===== src/cts_pkg.sv =====
package cts_pkg;
  // Register byte addresses.
  localparam logic [7:0] A_CTRL = 8'h00;
  localparam logic [7:0] A_CMD = 8'h04;
  localparam logic [7:0] A_STAT = 8'h08;
  localparam logic [7:0] A_EVSEL = 8'h0c;
  localparam logic [7:0] A_TIM = 8'h10;
  localparam logic [7:0] A_SINGLE = 8'h14;
  localparam logic [7:0] A_SCANLO = 8'h18;
  localparam logic [7:0] A_SCANHI = 8'h1c;
  localparam logic [7:0] A_THR = 8'h20;
  localparam logic [7:0] A_BASE = 8'h24;
  localparam logic [7:0] A_DMCFG = 8'h28;
  localparam logic [7:0] A_DATA = 8'h2c;
  localparam logic [7:0] A_EMA = 8'h30;
  // Control register fields.
  localparam int CTRL_W = 19;
  localparam int F_SRC = 0;
  localparam int F_MODE = 2;
  localparam int F_DM = 4;
  localparam int F_RES = 5;
  localparam int F_KEEP = 7;
  localparam int F_FIXG = 8;
  localparam int F_SHIFT = 9;
  localparam int F_ACC = 10;
  localparam int F_POL = 13;
  localparam int F_EMA = 14;
  localparam int F_DMA = 17;
  localparam int F_BOND = 18;
  // Command and timer control fields.
  localparam int F_START = 0;
  localparam int F_STOP = 1;
  localparam int F_TOP = 0;
  localparam int F_PRESC = 8;
  localparam int F_WARM = 16;
  // Reset values.
  localparam logic [CTRL_W-1:0] CTRL_RST = 19'h00000;
  localparam logic [23:0] TIM_RST = 24'h0000ff;
  localparam logic [15:0] THR_RST = 16'h0000;
  // Timing counts in conversion clock ticks.
  localparam logic [8:0] WARM_BASE = 9'h003;
  localparam logic [7:0] DM_TESTS = 8'h40;
  localparam logic [3:0] DM_STEP_LEN = 4'hf;
  // Trigger sources and conversion modes.
  typedef enum logic [1:0] {SRC_SW, SRC_EVT, SRC_TMR, SRC_OFF} trig_src_t;
  typedef enum logic [1:0] {M_SINGLE, M_CSINGLE, M_SCAN, M_CSCAN} conv_mode_t;
endpackage


===== src/cap_touch_unit.sv =====
// Chosen here: strobed register access and the address map.
`timescale 1ns/1ps
// Operation
// - At most one of software, event or timer source starts conversion cycles; the fourth setting starts none.
// - Writing one to the start command bit begins conversions in software mode.
// - An event on the selected event channel begins a cycle.
// - An 8-bit local counter makes triggers in timer mode.
// - Timer ticks come from the low-frequency clock divided by the prescaler.
// - Timer counts down from top value, fires at zero, then reloads.
// - One trigger yields one word or many words depending on mode.
// - Registers use the bus clock; the timer uses the low-frequency clock.
// - Conversions are timed by the conversion clock alone.
// - Up to 64 input channels can be measured.
// - Modes: single, continuous single, single scan, continuous scan.
// - SAR resolution is 10, 12, 14 or 16 bits.
// - Delta modulation uses reducing or fixed step, same resolutions.
// - Accumulate 1 to 64 samples, then shift or keep the 22-bit sum.
// - An exponential moving average filters results.
// - Results compare to a threshold with selectable polarity, flagging crossings.
// - Requests are raised on conversion done and on threshold crossing.
// - Bonding shorts selected channels and measures them together.
// - DMA requests move results out and load delta-modulation baselines.
// - After a trigger, wait three plus warm-up count ticks unless kept powered.
module cap_touch_unit
  import cts_pkg::*;
#(
  parameter int EVT_N = 8
)
(
  // Clock and reset.
  input wire logic core_clk,
  input wire logic rst_n,
  // Register port.
  input wire logic [7:0] addr,
  input wire logic [31:0] wdata,
  input wire logic wr,
  input wire logic rd,
  output logic [31:0] rdata,
  // Slow clocks and event network.
  input wire logic low_freq_timer_clock,
  input wire logic conversion_clock,
  input wire logic [EVT_N-1:0] event_routing_network,
  // Analog core.
  input wire logic cmp_in,
  output logic pwr_on,
  output logic [63:0] ch_mask,
  output logic [15:0] dac_code,
  // Requests.
  output logic irq_done,
  output logic irq_cross,
  output logic dma_req,
  input wire logic dma_ack,
  output logic dma_base_req,
  input wire logic dma_base_wr,
  input wire logic [15:0] dma_base_data
);
  typedef enum logic [1:0] {ST_IDLE, ST_WARM, ST_CONV} state_t;
  localparam int SW = EVT_N + 3;

  // Refuse event channel counts the select field cannot reach.
  if (EVT_N < 1 || EVT_N > 8) begin : g_chk
    $error("EVT_N must lie between 1 and 8");
  end

  logic [CTRL_W-1:0] ctrl_q;
  logic [2:0] evsel_q;
  logic [23:0] tim_q;
  logic [5:0] single_q;
  logic [63:0] scan_q;
  logic [15:0] thr_q;
  logic [15:0] base_q;
  logic [7:0] dmg_q;
  logic [21:0] data_q;
  logic [21:0] ema_q;
  logic [SW-1:0] s1_q;
  logic [SW-1:0] s2_q;
  logic [SW-1:0] s3_q;
  logic [7:0] presc_q;
  logic [7:0] tmr_q;
  state_t st_q;
  logic [8:0] cnt_q;
  logic [15:0] step_q;
  logic [21:0] acc_q;
  logic [5:0] samp_q;
  logic [6:0] cur_q;
  logic [21:0] fin_q;
  logic out_q;
  logic above_q;

  // Decoded fields and strobes.
  trig_src_t src;
  conv_mode_t mode;
  logic [4:0] res_n;
  logic [2:0] acc_log;
  logic start_cmd;
  logic stop_cmd;
  assign src = trig_src_t'(ctrl_q[F_SRC+:2]);
  assign mode = conv_mode_t'(ctrl_q[F_MODE+:2]);
  assign res_n = 5'h0a + {2'h0, ctrl_q[F_RES+:2], 1'b0};
  assign acc_log = (ctrl_q[F_ACC+:3] > 3'h6) ? 3'h6 : ctrl_q[F_ACC+:3];
  assign start_cmd = wr && addr == A_CMD && wdata[F_START];
  assign stop_cmd = wr && addr == A_CMD && wdata[F_STOP];

  // Two-stage synchronisers for slow clocks, comparator and events.
  always_ff @(posedge core_clk or negedge rst_n)
  begin
    if (!rst_n)
    begin
      s1_q <= '0;
      s2_q <= '0;
      s3_q <= '0;
    end
    else
    begin
      s1_q <= {low_freq_timer_clock, conversion_clock, cmp_in, event_routing_network};
      s2_q <= s1_q;
      s3_q <= s2_q;
    end
  end

  logic lf_rise;
  logic ctk;
  logic cmp_s;
  logic evt_rise;
  assign lf_rise = s2_q[SW-1] && !s3_q[SW-1];
  assign ctk = s2_q[SW-2] && !s3_q[SW-2];
  assign cmp_s = s2_q[EVT_N];
  assign evt_rise = s2_q[evsel_q] && !s3_q[evsel_q];

  logic [7:0] pmask;
  logic ptick;
  logic tmr_fire;
  assign pmask = 8'((9'h001 << tim_q[F_PRESC+:3]) - 9'h001);
  assign ptick = lf_rise && (presc_q & pmask) == pmask;
  assign tmr_fire = ptick && tmr_q == 8'h00;

  // Timer advances only on low-frequency clock edges.
  always_ff @(posedge core_clk or negedge rst_n)
  begin
    if (!rst_n)
    begin
      presc_q <= 8'h00;
      tmr_q <= 8'hff;
    end
    else if (src != SRC_TMR)
    begin
      presc_q <= 8'h00;
      tmr_q <= tim_q[F_TOP+:8];
    end
    else
    begin
      if (lf_rise)
        presc_q <= presc_q + 8'h01;
      if (tmr_fire)
        tmr_q <= tim_q[F_TOP+:8];
      else if (ptick)
        tmr_q <= tmr_q - 8'h01;
    end
  end

  logic trig;
  logic go;
  always_comb
  begin
    case (src)
      SRC_SW: trig = start_cmd;
      SRC_EVT: trig = evt_rise;
      SRC_TMR: trig = tmr_fire;
      default: trig = 1'b0;
    endcase
  end
  // Only an idle unit accepts a trigger.
  assign go = trig && st_q == ST_IDLE;

  // Lowest set channel at or above a start index; bit 6 set means none.
  function automatic logic [6:0] next_ch(input logic [63:0] m, input logic [6:0] from);
    logic [6:0] r;
    r = 7'h40;
    for (int i = 63; i >= 0; i--)
      if (m[i] && 7'(i) >= from)
        r = 7'(i);
    return r;
  endfunction

  // Conversion sequencing.
  logic scan;
  logic last;
  logic [3:0] bp;
  logic [21:0] acc_d;
  logic [15:0] res16;
  logic [6:0] nc;
  logic [6:0] first;
  logic [15:0] code_f;
  assign scan = mode[1] && !ctrl_q[F_BOND];
  assign bp = 4'(5'h0f - cnt_q[4:0]);
  assign last = ctrl_q[F_DM] ? cnt_q == {1'b0, DM_TESTS - 8'h01}
                             : cnt_q == {4'h0, res_n - 5'h01};
  // The last SAR test must decide the lowest result bit before the code is summed.
  always_comb
  begin
    code_f = dac_code;
    if (!ctrl_q[F_DM])
      code_f[bp] = cmp_s;
  end
  assign res16 = 16'(code_f >> (5'h10 - res_n));
  assign acc_d = acc_q + {6'h00, res16};
  assign nc = next_ch(scan_q, cur_q + 7'h01);
  assign first = next_ch(scan_q, 7'h00);

  // Selects the channels to connect for channel c.
  function automatic logic [63:0] pick(input logic bond, input logic [63:0] m,
                                       input logic [6:0] c);
    logic [63:0] r;
    r = bond ? m : (64'h1 << c[5:0]);
    return r;
  endfunction

  always_ff @(posedge core_clk or negedge rst_n)
  begin
    if (!rst_n)
    begin
      st_q <= ST_IDLE;
      cnt_q <= 9'h000;
      dac_code <= 16'h0000;
      step_q <= 16'h0000;
      acc_q <= 22'h000000;
      samp_q <= 6'h00;
      cur_q <= 7'h00;
      ch_mask <= 64'h0;
      pwr_on <= 1'b0;
      fin_q <= 22'h000000;
      out_q <= 1'b0;
    end
    else
    begin
      out_q <= 1'b0;
      case (st_q)
        ST_IDLE:
        begin
          pwr_on <= ctrl_q[F_KEEP];
          cnt_q <= 9'h000;
          acc_q <= 22'h000000;
          samp_q <= 6'h00;
          dac_code <= ctrl_q[F_DM] ? base_q : 16'h8000;
          step_q <= 16'(dmg_q) << (5'h10 - res_n);
          if (go)
          begin
            // Pick single, scan or bonded channels.
            cur_q <= scan ? first : {1'b0, single_q};
            ch_mask <= pick(ctrl_q[F_BOND], scan_q, scan ? first : {1'b0, single_q});
            pwr_on <= 1'b1;
            st_q <= ctrl_q[F_KEEP] ? ST_CONV : ST_WARM;
          end
        end
        ST_WARM:
        begin
          if (ctk)
          begin
            cnt_q <= cnt_q + 9'h001;
            if (cnt_q == WARM_BASE + {1'b0, tim_q[F_WARM+:8]} - 9'h001)
            begin
              cnt_q <= 9'h000;
              st_q <= ST_CONV;
              // A baseline that arrived during warm-up is used by this conversion.
              dac_code <= ctrl_q[F_DM] ? base_q : 16'h8000;
            end
          end
        end
        default:
        begin
          if (ctk)
          begin
            cnt_q <= cnt_q + 9'h001;
            if (ctrl_q[F_DM])
            begin
              // Move toward the capacitance; halve the step unless fixed.
              dac_code <= cmp_s ? dac_code + step_q : dac_code - step_q;
              if (cnt_q[3:0] == DM_STEP_LEN && !ctrl_q[F_FIXG])
                step_q <= step_q >> 1;
            end
            else
            begin
              // Keep or clear the trial bit, try the next one.
              dac_code[bp] <= cmp_s;
              if (!last)
                dac_code[bp - 4'h1] <= 1'b1;
            end
            if (last)
            begin
              cnt_q <= 9'h000;
              step_q <= 16'(dmg_q) << (5'h10 - res_n);
              dac_code <= ctrl_q[F_DM] ? base_q : 16'h8000;
              acc_q <= acc_d;
              samp_q <= samp_q + 6'h01;
              // Accumulate 2^n samples, then shift or keep.
              if (samp_q == 6'((7'h01 << acc_log) - 7'h01))
              begin
                acc_q <= 22'h000000;
                samp_q <= 6'h00;
                fin_q <= ctrl_q[F_SHIFT] ? acc_d >> acc_log : acc_d;
                out_q <= 1'b1;
                // Scan on, repeat, or stop per mode.
                if (scan && !nc[6])
                begin
                  cur_q <= nc;
                  ch_mask <= 64'h1 << nc[5:0];
                end
                else if (mode == M_CSCAN && scan)
                begin
                  cur_q <= first;
                  ch_mask <= 64'h1 << first[5:0];
                end
                else if (mode == M_SINGLE || mode == M_SCAN)
                  st_q <= ST_IDLE;
              end
            end
          end
          if (stop_cmd)
            st_q <= ST_IDLE;
        end
      endcase
    end
  end

  logic signed [22:0] diff;
  logic above;
  assign diff = $signed({1'b0, fin_q}) - $signed({1'b0, ema_q});
  assign above = ctrl_q[F_POL] ? fin_q > {6'h00, thr_q} : fin_q < {6'h00, thr_q};
  always_ff @(posedge core_clk or negedge rst_n)
  begin
    if (!rst_n)
    begin
      data_q <= 22'h000000;
      ema_q <= 22'h000000;
      above_q <= 1'b0;
      irq_done <= 1'b0;
      irq_cross <= 1'b0;
      dma_req <= 1'b0;
    end
    else
    begin
      irq_done <= out_q;
      irq_cross <= out_q && above != above_q;
      if (out_q)
      begin
        data_q <= fin_q;
        above_q <= above;
        ema_q <= (ctrl_q[F_EMA+:3] == 3'h0) ? fin_q
               : 22'(ema_q + 22'(diff >>> ctrl_q[F_EMA+:3]));
      end
      // A new result wins over an acknowledge in the same cycle.
      if (out_q && ctrl_q[F_DMA])
        dma_req <= 1'b1;
      else if (dma_ack)
        dma_req <= 1'b0;
    end
  end

  // Register writes; baseline also loads from the DMA port.
  always_ff @(posedge core_clk or negedge rst_n)
  begin
    if (!rst_n)
    begin
      ctrl_q <= CTRL_RST;
      evsel_q <= 3'h0;
      tim_q <= TIM_RST;
      single_q <= 6'h00;
      scan_q <= 64'h0;
      thr_q <= THR_RST;
      base_q <= 16'h0000;
      dmg_q <= 8'h00;
      dma_base_req <= 1'b0;
    end
    else
    begin
      if (wr)
      begin
        if (addr == A_CTRL)
          ctrl_q <= wdata[CTRL_W-1:0];
        else if (addr == A_EVSEL)
          evsel_q <= (wdata < 32'(EVT_N)) ? wdata[2:0] : 3'h0;
        else if (addr == A_TIM)
          tim_q <= wdata[23:0];
        else if (addr == A_SINGLE)
          single_q <= wdata[5:0];
        else if (addr == A_SCANLO)
          scan_q[31:0] <= wdata;
        else if (addr == A_SCANHI)
          scan_q[63:32] <= wdata;
        else if (addr == A_THR)
          thr_q <= wdata[15:0];
        else if (addr == A_BASE)
          base_q <= wdata[15:0];
        else if (addr == A_DMCFG)
          dmg_q <= wdata[7:0];
      end
      // Ask for a baseline at each delta-modulation trigger.
      if (go && ctrl_q[F_DM] && ctrl_q[F_DMA])
        dma_base_req <= 1'b1;
      else if (dma_base_wr)
        dma_base_req <= 1'b0;
      if (dma_base_wr)
        base_q <= dma_base_data;
    end
  end

  // Read data, one cycle after the strobe; unmapped reads give zero.
  always_ff @(posedge core_clk or negedge rst_n)
  begin
    if (!rst_n)
      rdata <= 32'h0;
    else if (!rd)
      rdata <= 32'h0;
    else if (addr == A_CTRL)
      rdata <= {13'h0, ctrl_q};
    else if (addr == A_STAT)
      rdata <= {26'h0, above_q, pwr_on, cur_q[5:0] == 6'h00 && 1'b0, st_q != ST_IDLE, st_q};
    else if (addr == A_EVSEL)
      rdata <= {29'h0, evsel_q};
    else if (addr == A_TIM)
      rdata <= {8'h0, tim_q};
    else if (addr == A_SINGLE)
      rdata <= {26'h0, single_q};
    else if (addr == A_SCANLO)
      rdata <= scan_q[31:0];
    else if (addr == A_SCANHI)
      rdata <= scan_q[63:32];
    else if (addr == A_THR)
      rdata <= {16'h0, thr_q};
    else if (addr == A_BASE)
      rdata <= {16'h0, base_q};
    else if (addr == A_DMCFG)
      rdata <= {24'h0, dmg_q};
    else if (addr == A_DATA)
      rdata <= {10'h0, data_q};
    else if (addr == A_EMA)
      rdata <= {10'h0, ema_q};
    else
      rdata <= 32'h0;
  end
endmodule


===== config.mk =====
export PLATFORM = sky130hd
export DESIGN_NAME = cap_touch_unit
export DESIGN_NICKNAME = d
export VERILOG_FILES = /design/src/cts_pkg.sv /design/src/cap_touch_unit.sv
export SDC_FILE = /design/constraint.sdc
export NUM_CORES = 2
export LEC_CHECK = 0
export BUFFER_PORTS_ARGS = -buffer_cell sky130_fd_sc_hd__buf_2
export CORE_UTILIZATION = 55
export CTS_CLUSTER_SIZE = 14
export DETAILED_ROUTE_END_ITERATION = 10
export PLACE_DENSITY = 0.8
export SETUP_SLACK_MARGIN = 0.02
export SLEW_MARGIN = 20
export SYNTH_ARGS = -nofsm -noshare
export SYNTH_HDL_FRONTEND = slang
export SYNTH_SLANG_ARGS = --single-unit
export TNS_END_PERCENT = 1

===== constraint.sdc =====
create_clock -name core_clk -period 5.6 [get_ports core_clk]
set_input_delay 0.56 -clock core_clk [delete_from_list [all_inputs] [get_ports core_clk]]
set_output_delay 0.56 -clock core_clk [all_outputs]
set_load 0.03 [all_outputs]

# After elaboration in Yosys (flattened, before gate mapping)

Index checks and enable logic that the tools add are counted.

Bits in registers: 452
Bits of input ports: 73
Output and inout bits: 117
Word-level logic and storage cells: 549

Add/subtract/negate cells: 19
Magnitude comparators: 73
Equal/unequal tests: 37
Shifts and indexed selects: 9
Mux-type cells: 236
Bitwise logic cells: 12
Reduce and logical (&&, ||, !) cells: 130

Operators with widths:

| kind                   | number |
|---|---|
| $mux W7                | 135 |
| $mux W64               | 7 |
| $mux W16               | 22 |
| $mux W32               | 11 |
| $ge A6 B7 Y1 const A   | 32 |
| $shl A1 B6 Y64 const A | 3 |
| $mux W22               | 7 |
| $pmux W64 S2           | 1 |
| $ge A5 B7 Y1 const A   | 16 |
| $logic_and A1 B1 Y1    | 83 |
| $pmux W16 S2           | 2 |
| $ge A4 B7 Y1 const A   | 8 |
| $pmux W22 S2           | 1 |
| $eq A8 B6 Y1 const B   | 5 |
| $mux W8                | 5 |
| $mux W9                | 4 |
| $eq A8 B5 Y1 const B   | 4 |
| $lt A32 B4 Y1 const B  | 1 |
| $ge A3 B7 Y1 const A   | 4 |
| $sshr A23 B3 Y22       | 1 |
| $sub A22 B22 Y23       | 1 |
| $add A22 B16 Y22       | 1 |
| $add A22 B22 Y22       | 1 |
| $gt A22 B16 Y1         | 1 |
| other kinds (73)       | 160 |

# Longest topological paths before layout

Depth after elaboration: 75
Mapped depth: 27
Depth with buffers taken out: 27

# Least setup slack after synthesis

No wires, ideal clock.

Kind: reg2reg
Start: register fin_q[0]
End: register ema_q[21]
Setup time: 0.126 ns
Arrival time: 5.209 ns
Required time: 5.474 ns
Slack: 0.264 ns
Stages on the path, launching flop included: 27
Buffers on the path: 0
Period minus slack after synthesis: 5.336 ns
Cell sequence: dfrtp_1 -> inv_1 -> ha_1 -> inv_1 -> fa_1 -> a211oi_1 -> o21ai_0 -> a21oi_1 -> o21ai_0 -> a21oi_1 -> a21boi_0 -> xor2_1 -> mux2_2 -> mux2_2 -> mux2_2 -> ha_1 -> a21o_1 -> a21o_1 -> a22oi_1 -> nand3_1 -> a31o_2 -> o211a_1 -> a31oi_1 -> o21ai_0 -> xnor2_1 -> nor4b_1 -> a311o_1

Longest elaborated chain between the ends: 4

RTL lines:

| element                  | line                  | text |
|---|---|---|
| start: declaration       | cap_touch_unit.sv:86  | `logic [21:0] fin_q;` |
| start signal: assignment | cap_touch_unit.sv:300 | `fin_q <= ctrl_q[F_SHIFT] ? acc_d >> acc_log : acc_d;` |
| $sub A22 B22 Y23         | cap_touch_unit.sv:327 | `assign diff = $signed({1'b0, fin_q}) - $signed({1'b0, ema_q});` |
| $sshr A23 B3 Y22         | cap_touch_unit.sv:349 | `: 22'(ema_q + 22'(diff >>> ctrl_q[F_EMA+:3]));` |
| $add A22 B22 Y22         | cap_touch_unit.sv:349 |  |
| $mux W22                 | cap_touch_unit.sv:348 | `ema_q <= (ctrl_q[F_EMA+:3] == 3'h0) ? fin_q` |
| end signal: assignment   | cap_touch_unit.sv:348 |  |
| end: declaration         | cap_touch_unit.sv:74  | `logic [21:0] ema_q;` |

No other way between the ends.
A chain may end at the register's enable or synchronous reset.

# Worst setup path after layout

Start: register cnt_q[1]
End: register fin_q[15]

Longest elaborated chain between the ends: 11
Elaborated cells between the ends (all ways): 16
Classes of those cells: add/sub (2); order compare (2); eq/ne (2); shift (2); mux (6); reduce/logical (2)

RTL lines:

| element                                                            | line                  | text |
|---|---|---|
| start: declaration                                                 | cap_touch_unit.sv:81  | `logic [8:0] cnt_q;` |
| start signal: assignment                                           | cap_touch_unit.sv:259 | `cnt_q <= cnt_q + 9'h001;` |
| start signal: assignment                                           | cap_touch_unit.sv:273 | `cnt_q <= cnt_q + 9'h001;` |
| $sub A4 B4 Y4                                                      | cap_touch_unit.sv:195 | `assign bp = 4'(5'h0f - cnt_q[4:0]);` |
| $lt A4 B5 Y1 (not written as such) or $ge A4 B1 Y1 (tied branches) | cap_touch_unit.sv:203 | `code_f[bp] = cmp_s;` |
| $logic_and A1 B1 Y1 (not written as such)                          | cap_touch_unit.sv:203 |  |
| $mux W1 (not written as such)                                      | cap_touch_unit.sv:203 |  |
| $demux W1 S4                                                       | cap_touch_unit.sv:203 |  |
| $bwmux W16                                                         | cap_touch_unit.sv:203 |  |
| $mux W16                                                           | cap_touch_unit.sv:202 | `if (!ctrl_q[F_DM])` |
| $shr A16 B5 Y16                                                    | cap_touch_unit.sv:205 | `assign res16 = 16'(code_f >> (5'h10 - res_n));` |
| $add A22 B16 Y22                                                   | cap_touch_unit.sv:206 | `assign acc_d = acc_q + {6'h00, res16};` |
| $shr A22 B3 Y22                                                    | cap_touch_unit.sv:300 |  |
| $mux W22                                                           | cap_touch_unit.sv:300 |  |

Parallel ways exist; a longest one is shown, timed or not.

==> key figures <==
Hold path
  – Worst hold path depth: 1
  – Hold path endpoint: s1_q[8]
  – Hold Path Origin: cmp_in
  – Hold Path Class: input pin to flip-flop

STA
  – Final Hold Fails: 0
  – Minimum clock period: 5390 ps
  – Period utilization: 96.2%
  – Slew @ Worst Pin: 1170 ps
  – Endpoints failing setup: 0
  – Hold slack final: around 60 ps
  – Setup Skew: 30.8 ps
  – Achievable Freq: 0.186 GHz
  – Slew Limit Fails: 0
  – RSZ-0062 raised after global routing: yes
  – Rel. slew slack: 21.4%

Critical path
  – RR Startpoint: cnt_q[1]
  – Slowest cell delay on critical path: 850 ps
  – CP Launch Type: flip-flop
  – CP arrival: 5870 ps
  – Crit-path cells: ha_2, buf_4, a21oi_1, a311oi_1, a21oi_1, nor2_1, a211oi_1, a31o_2, ha_1, a21o_1, a21oi_1, o211ai_1, a311oi_2, o21a_1, o311ai_0, nor2_1, a21o_1, a211oi_1, a211oi_1, a311oi_1
  – WS Path Type: flip-flop to flip-flop
  – Setup crit end kind: flip-flop
  – Crit Path Max Fanout: 9
  – CP delay by family, top: compound AO/OA/AOI/OAI gates
  – Flop2flop setup slack: 210 ps
  – CP max stage cell: o311ai_0
  – FF-to-FF path depth: 20
  – CP required: 6080 ps
  – Worst path buffer plus inverter count: 1
  – Crit Reg-Reg Endpoint: fin_q[15]

Power
  – Pwr/cell area: around 350 nW/um2
  – VDD IR-drop max: 0.000255 V
  – Leakage power: 0.0161 uW

Synthesis
  – Synth top cells by count: dfrtp_1 (434), nor2_1 (389), nand2_1 (350)
  – Top-count cell post-synth: dfrtp_1
  – Post-synth top area cell: dfrtp_1
  – FF+latch count, synth: 450
  – Mapped Cells: 3610
  – Synth cell types: 89
  – Post-Syn Nets: roughly 3800
  – Post-synthesis async set-or-reset flop share: 100%
  – Largest cells by area after synthesis: dfrtp_1 (35%), mux2_2 (5.8%), o21ai_0 (5.0%)
  – Mapped Area: 31100 um2
  – YS warnings: 0
  – Synth top area share: 34.9%
  – Sequential share of the synthesized area: 36.2%
  – Syn Area/Cell: roughly 8.6 um2
  – Synth Flop Type: dfrtp_1
  – Number of flops mapped to enable cells by yosys: 0

Clock tree
  – Clock Tree Buf Depth: 3
  – Root Buffer Master: clkbuf_16
  – CTS tree: done
  – Worst-path clk slew: 60 ps
  – Clk sink count: 450
  – Later-pin clock latency in the skew report: 620 ps
  – CTS buffer count: 48
  – H-tree levels: 2

Global route
  – Met2 usage: 65.0%
  – Largest net degree at the start of global routing: between 150 and 200
  – GRT Residual Overflow: 0
  – Number of global-route vias before repair: about 29000
  – GRT Max-Usage Layer: met2
  – Met1 Usage GRT: roughly half
  – First-pass GRT wire length: 180000 um
  – Tot GR Track Use: 41.5%
  – Global-route met3 utilization: 8.24%
  – Initial antenna violation count: 7

Cells and area
  – P&R area growth vs syn: 13.7%
  – Final net count: 3980
  – Layout cells sized above 1: 19.2%
  – Filler cell count: 4696
  – Fin cells: 4586
  – Final Util: between 60% and 70%

Detailed routing
  – Via density per instance: 6.80
  – Iteration-0 DRC Markers: around 3700
  – Routed via count: 31200
  – Pre-Repair DR Iteration Count: 9
  – Routed Wire Length: between 100000 and 150000 um
  – Final ANT Viol Nets: 0
  – # DRC: 0
  – DR WL/cell: 26.3 um

Floorplanning
  – Initial cell density of the core: 56.1%
  – Die area: about 58000 um2
  – Ports: 190
  – DIE HEIGHT: around 240 um
  – Core Region: ~56000 um2
  – Cell Rows: 86
  – Die W: 240 um

Place
  – Placed insts: about 4500
  – DP HPWL: roughly 90000 um
  – Port buffer count: about 190
  – GP Congestion: 1.11

Run
  – Max-Cap Viols: 0

Status
  – Status: finished, final reports clean
registers in the layout, indices dropped and copies added (netlist names), 8 cells and up:
name,cells
thr_q,16
tmr_q,8
acc_q,22
base_q,16
scan_q,64
dac_code,16
cnt_q,9
tim_q,24
rdata,32
ema_q,22
s1_q,11
s3_q,10
dmg_q,8
ch_mask,64
data_q,22
s2_q,11
fin_q,22
ctrl_q,19
step_q,16
logic make-up after synthesis:
logic type               Yosys count  share of synthesized area, %
XOR/XNOR                         113                          3.18
adder cells (fa/ha/maj)          112                          4.60
AO/OA/AOI/OAI                   1155                          24.7
flip-flops                       450                          36.2
buffers and inverters            358                          4.51
multiplexers                     272                          9.81
AND/OR/NAND/NOR                 1150                          17.0
metal layers:
layer / part of all wire, % / vias up
li1: - / 13800
met1: 36 / 14900
met2: 45 / 1962
met3: 10 / 507
met4: 8.5 / 4
met5: 0.031 / -
through the flow:
stage          setup TNS [ps]  setup WS, ps  instance area [um2]  total power (uW)
2_1_floorplan               0           264                31100              7230
3_3_place_gp            -44.1         -44.1                33500              8870
3_5_place_dp             -102          -102                33500              8910
4_1_cts                     0          33.3                35200             12200
5_1_grt                  -121         -63.8                35400             12900
6_report                    0           214                35400             12400
power by group:
| part | switching (uW) | internal (uW) | total (uW) |
|---|---|---|---|
| combinational | 3110 | 1760 | 4870 |
| clock | 1400 | 1930 | 3330 |
| sequential | 546 | 3640 | 4190 |
| total | 5060 | 7330 | 12400 |
worst max-delay path by stage:
stage | from | to | slack (ps) | cells past startpoint
2_1_floorplan | fin_q[0] | ema_q[21] | 260 | 26
3_3_place_gp | fin_q[0] | ema_q[21] | -40 | 26
3_5_place_dp | fin_q[0] | ema_q[21] | -100 | 26
4_1_cts | fin_q[0] | ema_q[21] | 30 | 26
5_1_grt | fin_q[0] | ema_q[19] | -60 | 28
6_report | cnt_q[1] | fin_q[15] | 210 | 20
worst register-to-register path, cell delays in order, from the launching register on:
cell and delay, ps:
dfrtp_1 520, ha_2 350, buf_4 180, a21oi_1 60
a311oi_1 340, a21oi_1 120, nor2_1 160, a211oi_1 70
a31o_2 240, ha_1 330, a21o_1 120, a21oi_1 110
o211ai_1 340, a311oi_2 210, o21a_1 260, o311ai_0 850
nor2_1 140, a21o_1 210, a211oi_1 280, a211oi_1 80
a311oi_1 290
repair_timing:
action | CTS | global route
buffers inserted | 2 | 5
endpoints found under the hold margin | 22 | 0
hold buffers | 1 | 0
resized for setup | 2 | 44
pin swaps | 5 | 26
endpoints found under the setup margin | 1 | 15
layout by cell type (no fill, tap or decap), types with 39 or more instances in the layout:
master	netlist	layout
inv_1	120	119
nand2_1	350	348
mux2i_1	100	98
dfrtp_1	434	433
a21oi_1	223	218
o22ai_1	91	91
buf_4	4	174
a31oi_1	42	39
mux2_2	161	161
o21ai_0	309	300
nor3_1	76	73
clkbuf_16	0	49
xor2_1	48	48
ha_1	108	104
a221oi_1	89	89
nor2_1	389	388
o211ai_1	47	47
xnor2_1	65	64
buf_2	18	188
nand3_1	81	79
area by class of cell:
cell class,instances,area (um2),share of cell area (%)
well taps,748,936,2.64
diodes,5,12.5,0.0353
clock buffers,66,1360,3.84
flip-flops and latches,450,11300,31.9
clock inverters,22,258,0.728
inverters,121,454,1.28
repair buffers,372,2430,6.87
multi-input cells,2802,18700,52.7
Note: power is estimated with default switching activity, not from simulation.
